File: config.mk
export PLATFORM = sky130hd
export DESIGN_NAME = ctm_core
export DESIGN_NICKNAME = d
export VERILOG_FILES = /design/src/inc/ctm_pkg.sv /design/src/rtl/ctm_tick_gen.sv /design/src/rtl/ctm_core.sv
export VERILOG_INCLUDE_DIRS = /design/src /design/src/inc
export SDC_FILE = /design/constraint.sdc
export NUM_CORES = 1
export LEC_CHECK = 0
export ABC_AREA = 1
export ABC_CLOCK_PERIOD_IN_PS = 3900
export BUFFER_PORTS_ARGS = -buffer_cell sky130_fd_sc_hd__buf_2
export CORE_UTILIZATION = 45
export DETAILED_ROUTE_END_ITERATION = 12
export PLACE_DENSITY = 0.65
export SLEW_MARGIN = 25
export SYNTH_ARGS = -nofsm -noshare
export SYNTH_HDL_FRONTEND = slang
export SYNTH_SLANG_ARGS = --single-unit
File: constraint.sdc
create_clock -name ref_clk -period 3.9 [get_ports ref_clk]
set_clock_uncertainty 0.05 [all_clocks]
set_input_delay 0 -clock ref_clk [delete_from_list [all_inputs] [get_ports ref_clk]]
set_output_delay 0 -clock ref_clk [all_outputs]
set_load 0.02 [all_outputs]
File: src/inc/ctm_params.svh
// constants of the compact timer: widths, reset values, dividers
`ifndef CTM_PARAMS_SVH
`define CTM_PARAMS_SVH
`define CTM_CNT_W 10
`define CTM_RP_W 3
`define CTM_BYTE_W 8
`define CTM_RP_LSB 7
`define CTM_CNT_RST 10'h000
`define CTM_CMPA_RST 10'h000
`define CTM_BUF_RST 8'h00
`define CTM_SYS_DIV 4
`define CTM_HI_DIV_A 16
`define CTM_HI_DIV_B 64
`define CTM_HI_DIV_W 6
`endif

File: src/inc/ctm_pkg.sv
// types shared by the compact timer files
package ctm_pkg;
  // counter clock source codes
  typedef enum logic [2:0] {
    CTM_CK_SYS4 = 3'h0,
    CTM_CK_SYS = 3'h1,
    CTM_CK_HI16 = 3'h2,
    CTM_CK_HI64 = 3'h3,
    CTM_CK_SUB0 = 3'h4,
    CTM_CK_SUB1 = 3'h5,
    CTM_CK_EXT_RISE = 3'h6,
    CTM_CK_EXT_FALL = 3'h7
  } ctm_clk_sel_t;
  // operating modes, code 01 is undefined and behaves as timer
  typedef enum logic [1:0] {
    CTM_MODE_CMP = 2'h0,
    CTM_MODE_UNDEF = 2'h1,
    CTM_MODE_PWM = 2'h2,
    CTM_MODE_TIMER = 2'h3
  } ctm_mode_t;
  // byte registers reachable on the access port
  typedef enum logic [1:0] {
    CTM_SEL_CNT_LO = 2'h0,
    CTM_SEL_CNT_HI = 2'h1,
    CTM_SEL_CMPA_LO = 2'h2,
    CTM_SEL_CMPA_HI = 2'h3
  } ctm_sel_t;
  // loose control bits
  typedef struct packed {
    logic counter_on_bit;
    logic counter_pause_bit;
    ctm_clk_sel_t clock_select_field;
    logic [2:0] period_field;
    ctm_mode_t mode;
    logic [1:0] io_sel;
    logic out_init;
    logic out_polarity;
    logic clear_on_a;
  } ctm_ctrl_t;
  // one byte access request
  typedef struct packed {
    logic req;
    logic we;
    ctm_sel_t sel;
    logic [7:0] wdata;
  } ctm_acc_t;
endpackage

File: src/rtl/ctm_tick_gen.sv
// counter clock source selection, dividers and edge detection
`include "ctm_params.svh"
module ctm_tick_gen (
  input wire logic ref_clk,
  input wire logic rst,
  input wire logic ce,
  input wire ctm_pkg::ctm_clk_sel_t clock_select_field,
  input wire logic high_clock_in,
  input wire logic sub_clock_in,
  input wire logic external_count_input,
  output logic count_tick_r
);
  // all state in one struct
  typedef struct packed {
    logic [2:0] s1;        // first sync stage: hi, sub, ext
    logic [2:0] s2;        // second sync stage
    logic [2:0] s3;        // previous value for edge detect
    logic [1:0] sys_div;   // system clock divider
    logic [`CTM_HI_DIV_W-1:0] hi_div; // high clock edge counter
    logic tick;
  } ctm_tick_st_t;
  ctm_tick_st_t st_r;
  ctm_tick_st_t st_nxt;
  logic hi_rise;
  logic sub_rise;
  logic ext_rise;
  logic ext_fall;

  assign count_tick_r = st_r.tick;

  // next state: edges seen only after two sync flops
  always_comb begin
    st_nxt = st_r;
    hi_rise = st_r.s2[2] & ~st_r.s3[2];
    sub_rise = st_r.s2[1] & ~st_r.s3[1];
    ext_rise = st_r.s2[0] & ~st_r.s3[0];
    ext_fall = ~st_r.s2[0] & st_r.s3[0];
    st_nxt.s1 = {high_clock_in, sub_clock_in, external_count_input};
    st_nxt.s2 = st_r.s1;
    st_nxt.s3 = st_r.s2;
    st_nxt.sys_div = st_r.sys_div + 2'h1;
    if (hi_rise) begin
      st_nxt.hi_div = st_r.hi_div + `CTM_HI_DIV_W'(1);
    end
    // one-cycle tick from the selected source
    unique case (clock_select_field)
      ctm_pkg::CTM_CK_SYS4: begin
        st_nxt.tick = (st_r.sys_div == 2'(`CTM_SYS_DIV - 1));
      end
      ctm_pkg::CTM_CK_SYS: begin
        st_nxt.tick = 1'b1;
      end
      ctm_pkg::CTM_CK_HI16: begin
        st_nxt.tick = hi_rise &&
          (st_r.hi_div[3:0] == 4'(`CTM_HI_DIV_A - 1));
      end
      ctm_pkg::CTM_CK_HI64: begin
        st_nxt.tick = hi_rise &&
          (st_r.hi_div == `CTM_HI_DIV_W'(`CTM_HI_DIV_B - 1));
      end
      ctm_pkg::CTM_CK_SUB0, ctm_pkg::CTM_CK_SUB1: begin
        st_nxt.tick = sub_rise;
      end
      ctm_pkg::CTM_CK_EXT_RISE: begin
        st_nxt.tick = ext_rise;
      end
      ctm_pkg::CTM_CK_EXT_FALL: begin
        st_nxt.tick = ext_fall;
      end
    endcase
  end

  // register; clock enable freezes everything
  always_ff @(posedge ref_clk) begin
    if (rst) begin
      st_r <= '0;
    end else if (ce) begin
      st_r <= st_nxt;
    end
  end
endmodule

File: src/rtl/ctm_core.sv
// compact timer: 10-bit counter, two comparators, output and byte port
// Functional notes
// - ten-bit up counter advances on selected clock
// - period value compared to counter bits nine-seven
// - compare A value compared to all bits
// - software can only clear counter via on
// - overflow or the selected match clears counter; each match raises its interrupt
// - separate interrupts for comparator A and P
// - clock select picks system, high, sub, external
// - external input counts rising or falling edge
// - inverted output only on instances zero, one
// - compare mode match sets, clears or toggles
// - PWM uses same output and inverted pins
// - low bytes only through eight-bit holding buffer
// - low write buffers; compare A high write commits both
// - high read captures low byte into buffer
// - modes: compare output, timer, PWM
// - on falling holds count; rising clears it
// - period steps of 128; zero means 1024
// - clock select decode per three-bit code
// - pause holds count; release resumes from it
`include "ctm_params.svh"
module ctm_core #(
  parameter bit HAS_INV_OUT = 1'b1, // instances 0 and 1 only
  parameter int CNT_W = `CTM_CNT_W,
  parameter int RP_W = `CTM_RP_W
) (
  input wire logic ref_clk,
  input wire logic rst,
  input wire logic ce,
  input wire ctm_pkg::ctm_ctrl_t ctrl,
  input wire ctm_pkg::ctm_acc_t acc,
  input wire logic high_clock_in,
  input wire logic sub_clock_in,
  input wire logic external_count_input,
  output logic [7:0] rdata_r,
  output logic rvalid_r,
  output logic timer_output_pin_r,
  output logic inverted_timer_output_pin_r,
  output logic int_a_r,
  output logic int_p_r,
  output logic [CNT_W-1:0] count_r
);
  // all state of the block
  typedef struct packed {
    logic [CNT_W-1:0] cnt;     // main counter
    logic [CNT_W-1:0] cmpa;    // compare A value
    logic [7:0] hold;          // shared low byte holding buffer
    logic on_prev;             // on bit seen last cycle
    logic level;               // output level before polarity
    logic [7:0] rdata;
    logic rvalid;
    logic int_a;
    logic int_p;
    logic out_pin;
    logic out_inv;
  } ctm_core_st_t;
  ctm_core_st_t st_r;
  ctm_core_st_t st_nxt;
  logic tick;
  logic [CNT_W-1:0] cnt_inc;
  logic [CNT_W-1:0] duty;
  logic [CNT_W-1:0] period_full;
  logic wrap;
  logic match_a;
  logic match_p;
  logic on_rise;
  logic running;
  logic pin;

  // counter clock source, a pulse one cycle wide
  ctm_tick_gen u_tick (
    .ref_clk(ref_clk),
    .rst(rst),
    .ce(ce),
    .clock_select_field(ctrl.clock_select_field),
    .high_clock_in(high_clock_in),
    .sub_clock_in(sub_clock_in),
    .external_count_input(external_count_input),
    .count_tick_r(tick)
  );

  // outputs come straight from the state flops
  assign rdata_r = st_r.rdata;
  assign rvalid_r = st_r.rvalid;
  assign timer_output_pin_r = st_r.out_pin;
  assign inverted_timer_output_pin_r = st_r.out_inv;
  assign int_a_r = st_r.int_a;
  assign int_p_r = st_r.int_p;
  assign count_r = st_r.cnt;

  // period as a full count value, zero field gives zero
  function automatic logic [CNT_W-1:0] period_of(input logic [2:0] rp);
    period_of = {rp, {(CNT_W-RP_W){1'b0}}};
  endfunction

  // next state
  always_comb begin
    st_nxt = st_r;
    st_nxt.int_a = 1'b0;
    st_nxt.int_p = 1'b0;
    st_nxt.rvalid = 1'b0;
    on_rise = ctrl.counter_on_bit & ~st_r.on_prev;
    st_nxt.on_prev = ctrl.counter_on_bit;
    // pause and off both freeze the count in place
    running = ctrl.counter_on_bit & ~ctrl.counter_pause_bit;
    cnt_inc = st_r.cnt + CNT_W'(1);
    wrap = (st_r.cnt == {CNT_W{1'b1}});
    // compare against the value the counter is about to take
    match_a = (cnt_inc == st_r.cmpa);
    period_full = period_of(ctrl.period_field);
    if (ctrl.period_field == '0) begin
      match_p = wrap;
    end else begin
      match_p = (cnt_inc[CNT_W-1:CNT_W-RP_W] == ctrl.period_field) &&
        (cnt_inc[CNT_W-RP_W-1:0] == '0);
    end
    duty = ctrl.clear_on_a ? period_full : st_r.cmpa;

    // counting: clear on rising on, else advance when ticked
    if (on_rise) begin
      st_nxt.cnt = '0;
      st_nxt.level = ctrl.out_init;
    end else if (running && tick) begin
      st_nxt.int_a = match_a;
      st_nxt.int_p = match_p;
      // clear source chosen by the clear select bit
      if ((ctrl.clear_on_a ? match_a : match_p) || wrap) begin
        st_nxt.cnt = '0;
      end else begin
        st_nxt.cnt = cnt_inc;
      end
      // compare output mode reacts to comparator A only
      if (ctrl.mode == ctm_pkg::CTM_MODE_CMP && match_a) begin
        unique case (ctrl.io_sel)
          2'h0: st_nxt.level = st_r.level;
          2'h1: st_nxt.level = 1'b0;
          2'h2: st_nxt.level = 1'b1;
          2'h3: st_nxt.level = ~st_r.level;
        endcase
      end
    end

    // pin level per mode; timer mode leaves the pin as it stands
    unique case (ctrl.mode)
      ctm_pkg::CTM_MODE_CMP: begin
        pin = st_nxt.level ^ ctrl.out_polarity;
      end
      ctm_pkg::CTM_MODE_PWM: begin
        // edge aligned: active from zero until duty is reached
        unique case (ctrl.io_sel)
          2'h1: pin = ctrl.out_init;
          2'h2: pin = (st_nxt.cnt < duty) ? ctrl.out_init
                                           : ~ctrl.out_init;
          default: pin = ~ctrl.out_init;
        endcase
        pin = pin ^ ctrl.out_polarity;
      end
      default: begin
        pin = st_r.out_pin;
      end
    endcase
    st_nxt.out_pin = pin;
    // instance without the inverted pin drives it low
    st_nxt.out_inv = HAS_INV_OUT ? ~pin : 1'b0;

    // byte port; order is software's duty, no checks here
    if (acc.req) begin
      if (acc.we) begin
        unique case (acc.sel)
          ctm_pkg::CTM_SEL_CNT_LO, ctm_pkg::CTM_SEL_CMPA_LO: begin
            st_nxt.hold = acc.wdata;
          end
          ctm_pkg::CTM_SEL_CMPA_HI: begin
            st_nxt.cmpa = {acc.wdata[CNT_W-9:0], st_r.hold};
          end
          ctm_pkg::CTM_SEL_CNT_HI: begin
            st_nxt.hold = st_r.hold; // counter is read only
          end
        endcase
      end else begin
        st_nxt.rvalid = 1'b1;
        unique case (acc.sel)
          ctm_pkg::CTM_SEL_CNT_LO, ctm_pkg::CTM_SEL_CMPA_LO: begin
            st_nxt.rdata = st_r.hold;
          end
          ctm_pkg::CTM_SEL_CNT_HI: begin
            st_nxt.rdata = 8'({st_r.cnt[CNT_W-1:8]});
            st_nxt.hold = st_r.cnt[7:0];
          end
          ctm_pkg::CTM_SEL_CMPA_HI: begin
            st_nxt.rdata = 8'({st_r.cmpa[CNT_W-1:8]});
            st_nxt.hold = st_r.cmpa[7:0];
          end
        endcase
      end
    end
  end

  // register the whole state; clock enable freezes it
  always_ff @(posedge ref_clk) begin
    if (rst) begin
      st_r <= '0;
      st_r.cnt <= `CTM_CNT_RST;
      st_r.cmpa <= `CTM_CMPA_RST;
      st_r.hold <= `CTM_BUF_RST;
      st_r.out_inv <= HAS_INV_OUT;
    end else if (ce) begin
      st_r <= st_nxt;
    end
  end
endmodule

==> reports/qor.csv <==
stage,metric,value,unit
die,Ports,56,
detailed_routing,DRC Markers,0,
die,# rows,32,
synthesis,largest family of logic cells by synthesized area,simple AND/OR/NAND/NOR gates,
die,initial core utilization,0.477,
placement,Port Buffer Count,55,
synthesis,Synth Register Bits,61,
synthesis,Syn Inst Count,561,
synthesis,synth unique cells,36,
layout,share of cells above drive strength 1,0.187,
worst_setup_path,cells on worst reg2reg path,29,
detailed_routing,vias per cell,5.28,
detailed_routing,final wirelength,10.3,mm
synthesis,Synth Area in Adders,0.0499,
synthesis,synthesized area,3760,um2
worst_setup_path,Crit. End Element,flip-flop,
worst_setup_path,Worst EP required,4100,ps
layout,Ant. Diodes,0,
timing,Slew Limit Fails,0,
synthesis,register area share after synthesis,0.325,
synthesis,synthesized area per cell,6.70,um2
worst_setup_path,CP peak stage delay,320,ps
power,Power Density,358,nW/um2
worst_setup_path,Worst setup SP type,flip-flop,
timing,final setup vio count,0,
grt,total grt overflow,0,
die,Die H,93.4,um
job,# Max-Cap Violations,0,
layout,footprint of the multi-input gates,2120,um2
synthesis,mux cell area share after synthesis,0,
synthesis,post-synthesis xor/xnor area fraction,0.00466,
detailed_routing,Vias,3791,
timing,Final period util,0.934,
timing,Fin Setup TNS,0,ps
synthesis,Synth Area in Compound Gates,0.210,
placement,Detailed Place HPWL,7.54,mm
synthesis,syn nets,609,
layout,NumNets Final,659,
cts,clock sink total,61,
grt,initial antenna violation count,0,
cts,total clock buffers created by CTS,9,
cts,postcts setup bufs,0,
grt,first-pass GRT wire length,17.0,mm
worst_setup_path,Critical Path Most Common Cell,nand2_1,
grt,vias in the first global route,3463,
placement,Placed Instances,684,
grt,largest net degree at the start of global routing,39,
timing,Least-Margin Pin Slew,956,ps
min_path,Min-Delay Endpoint,st_r[22],
layout,Fillers,778,
cts,H-Tree Depth,3,
synthesis,simple-gate share of the synthesized area,0.295,
die,Core ar.,7890,um2
synthesis,Synth Warn #,0,
detailed_routing,DRT Pass-1 Iters,5,
synthesis,leading area contributor after synthesis,dfxtp_1,
worst_setup_path,register-to-register setup slack,260,ps
layout,Area growth syn-to-layout,16.9,%
timing,Slew HR,0.362,
layout,Register Area,1220,um2
detailed_routing,Avg WL per Cell,14.4,um
layout,final non-filler cell total,718,
outcome,outcome,finished clean,
worst_setup_path,R2R Path Start,count_r[0],
cts,root buf cell,clkbuf_8,
timing,Max Freq,275,MHz
cts,TritonCTS clock tree,built,
min_path,Hold WC Path Type,input port to flip-flop,
power,leak pwr,1.89,nW
synthesis,"top cells by area, synth","dfxtp_1, nand2_1, o21ai_0",
detailed_routing,1st-iter DRT viols,209,
min_path,cell depth of the worst hold path,3,
cts,Max Buffers Root-to-Sink,2,
detailed_routing,DRT antenna net count,0,
die,area of the die,8720,um2
worst_setup_path,CP Class,flip-flop to flip-flop,
worst_setup_path,crit path max-delay cell type,dfxtp_1,
power,worst IR drop on VDD,227,uV
timing,shortest period the worst path allows,3640,ps
synthesis,share of the synthesized area in the top cell type,0.325,
worst_setup_path,Critical Path Fanout Max,9,
power,total power draw,1.57,mW
die,Die X,93.4,um
cts,worst skew pair latency,340,ps
worst_setup_path,crit path DAT,3840,ps
placement,GPL Wtd Cong,0.923,
timing,Hold Fails Final Rpt,0,
min_path,Worst Min Path Start,acc[10],
grt,GR Util All Layers,0.254,
timing,RSZ-0062 raised after global routing,false,
cts,Clock transition at path regs,70,ps
-- kinds of logic after synthesis --
family	after synthesis
buffers and inverters	97
adders and majority gates	15
xor gates and xnor gates	2
AOI/OAI and AO/OA	144
and+or+nand+nor	242
DFF	61
-- flip-flops by register name (all words and copies together) (netlist names), named ones only --
signal	flops
st_r	20
u_tick.st_r	11
count_r	10
rdata_r	8
u_tick.st_nxt	6
int_a_r	1
int_p_r	1
inverted_timer_output_pin_r	1
rvalid_r	1
u_tick.count_tick_r	1
-- worst max-delay path: cells and delay by family (launching register included) --
family,cells,cell delay [ps]
and+or+nand+nor,20,1690
AOI/OAI and AO/OA,4,620
adders and majority gates,2,600
DFF,1,320
buffers and inverters,3,250
-- power by group --
part	internal, mW	switching [mW]
combinational	0.0996	0.163
clock	0.360	0.272
sequential	0.651	0.0263
-- cells in the mapped netlist (all sizes together) --
library cell  count
clkbuf           16
nand2           122
xor2              1
nand4             4
ha               15
a211oi           10
a21oi            50
nor3              6
o211ai            5
o22ai             1
or2               1
buf              23
nor3b             1
o21a              2
a31oi             2
nand3b            1
nand3            37
o21bai            1
nor2             70
dfxtp            61
o21ai            70
o221a             1
xnor2             1
clkinv            1
inv              57
a221oi            2
-- per-stage QoR --
| step | worst slack, ps | util | instance area [um2] | hold slack (ps) |
|---|---|---|---|---|
| floorplan | 563 | - | 3760 | 28.5 |
| global placement | 175 | 0.505 | 3980 | 176 |
| detailed placement | 112 | 0.505 | 3980 | 184 |
| CTS | 95.5 | 0.555 | 4380 | 16.1 |
| global route | 37.5 | 0.557 | 4400 | 64.9 |
| finish | 258 | 0.557 | 4400 | 33.8 |
-- cell usage in the layout, fill, tap and decap left out, drive strengths merged, types with 4 or more instances in the layout --
| cell type | instances |
|---|---|
| nor3 | 6 |
| nand3 | 37 |
| o211ai | 5 |
| clkbuf | 10 |
| clkinv | 5 |
| a211oi | 10 |
| buf | 60 |
| dfxtp | 61 |
| inv | 57 |
| dlygate4sd3 | 18 |
| ha | 15 |
| nand2 | 122 |
| a21oi | 50 |
| o21ai | 70 |
| nor2 | 70 |
| nand4 | 4 |
-- layer usage --
metal	global-route usage	wire, um
met1	0.351	4980
met2	0.397	4590
met3	0.0390	538
met4	0.0936	210
met5	0	0
-- what timing repair did --
action	4_1_cts	5_1_grt
hold buffers	18	0
endpoints found under the hold margin	18	0
resized for setup	0	4
endpoints found under the setup margin	0	2
-- layout make-up --
class / count / area share
flip-flops and latches: 61 / 0.278
well taps: 102 / 0.0290
inverters: 58 / 0.0495
repair buffers: 78 / 0.112
clock inverters: 6 / 0.0199
multi-input cells: 403 / 0.482
clock buffers: 10 / 0.0290
-- worst max-delay path by stage --
stage                    start   endpoint  slack [ps]
floorplan           count_r[0]  flip-flop         560
global placement    count_r[0]  flip-flop         170
detailed placement  count_r[1]  flip-flop         110
CTS                 count_r[1]  flip-flop         100
global route        count_r[1]  flip-flop          40
finish              count_r[0]  flip-flop         260
Power figures use the tool's default switching activity.
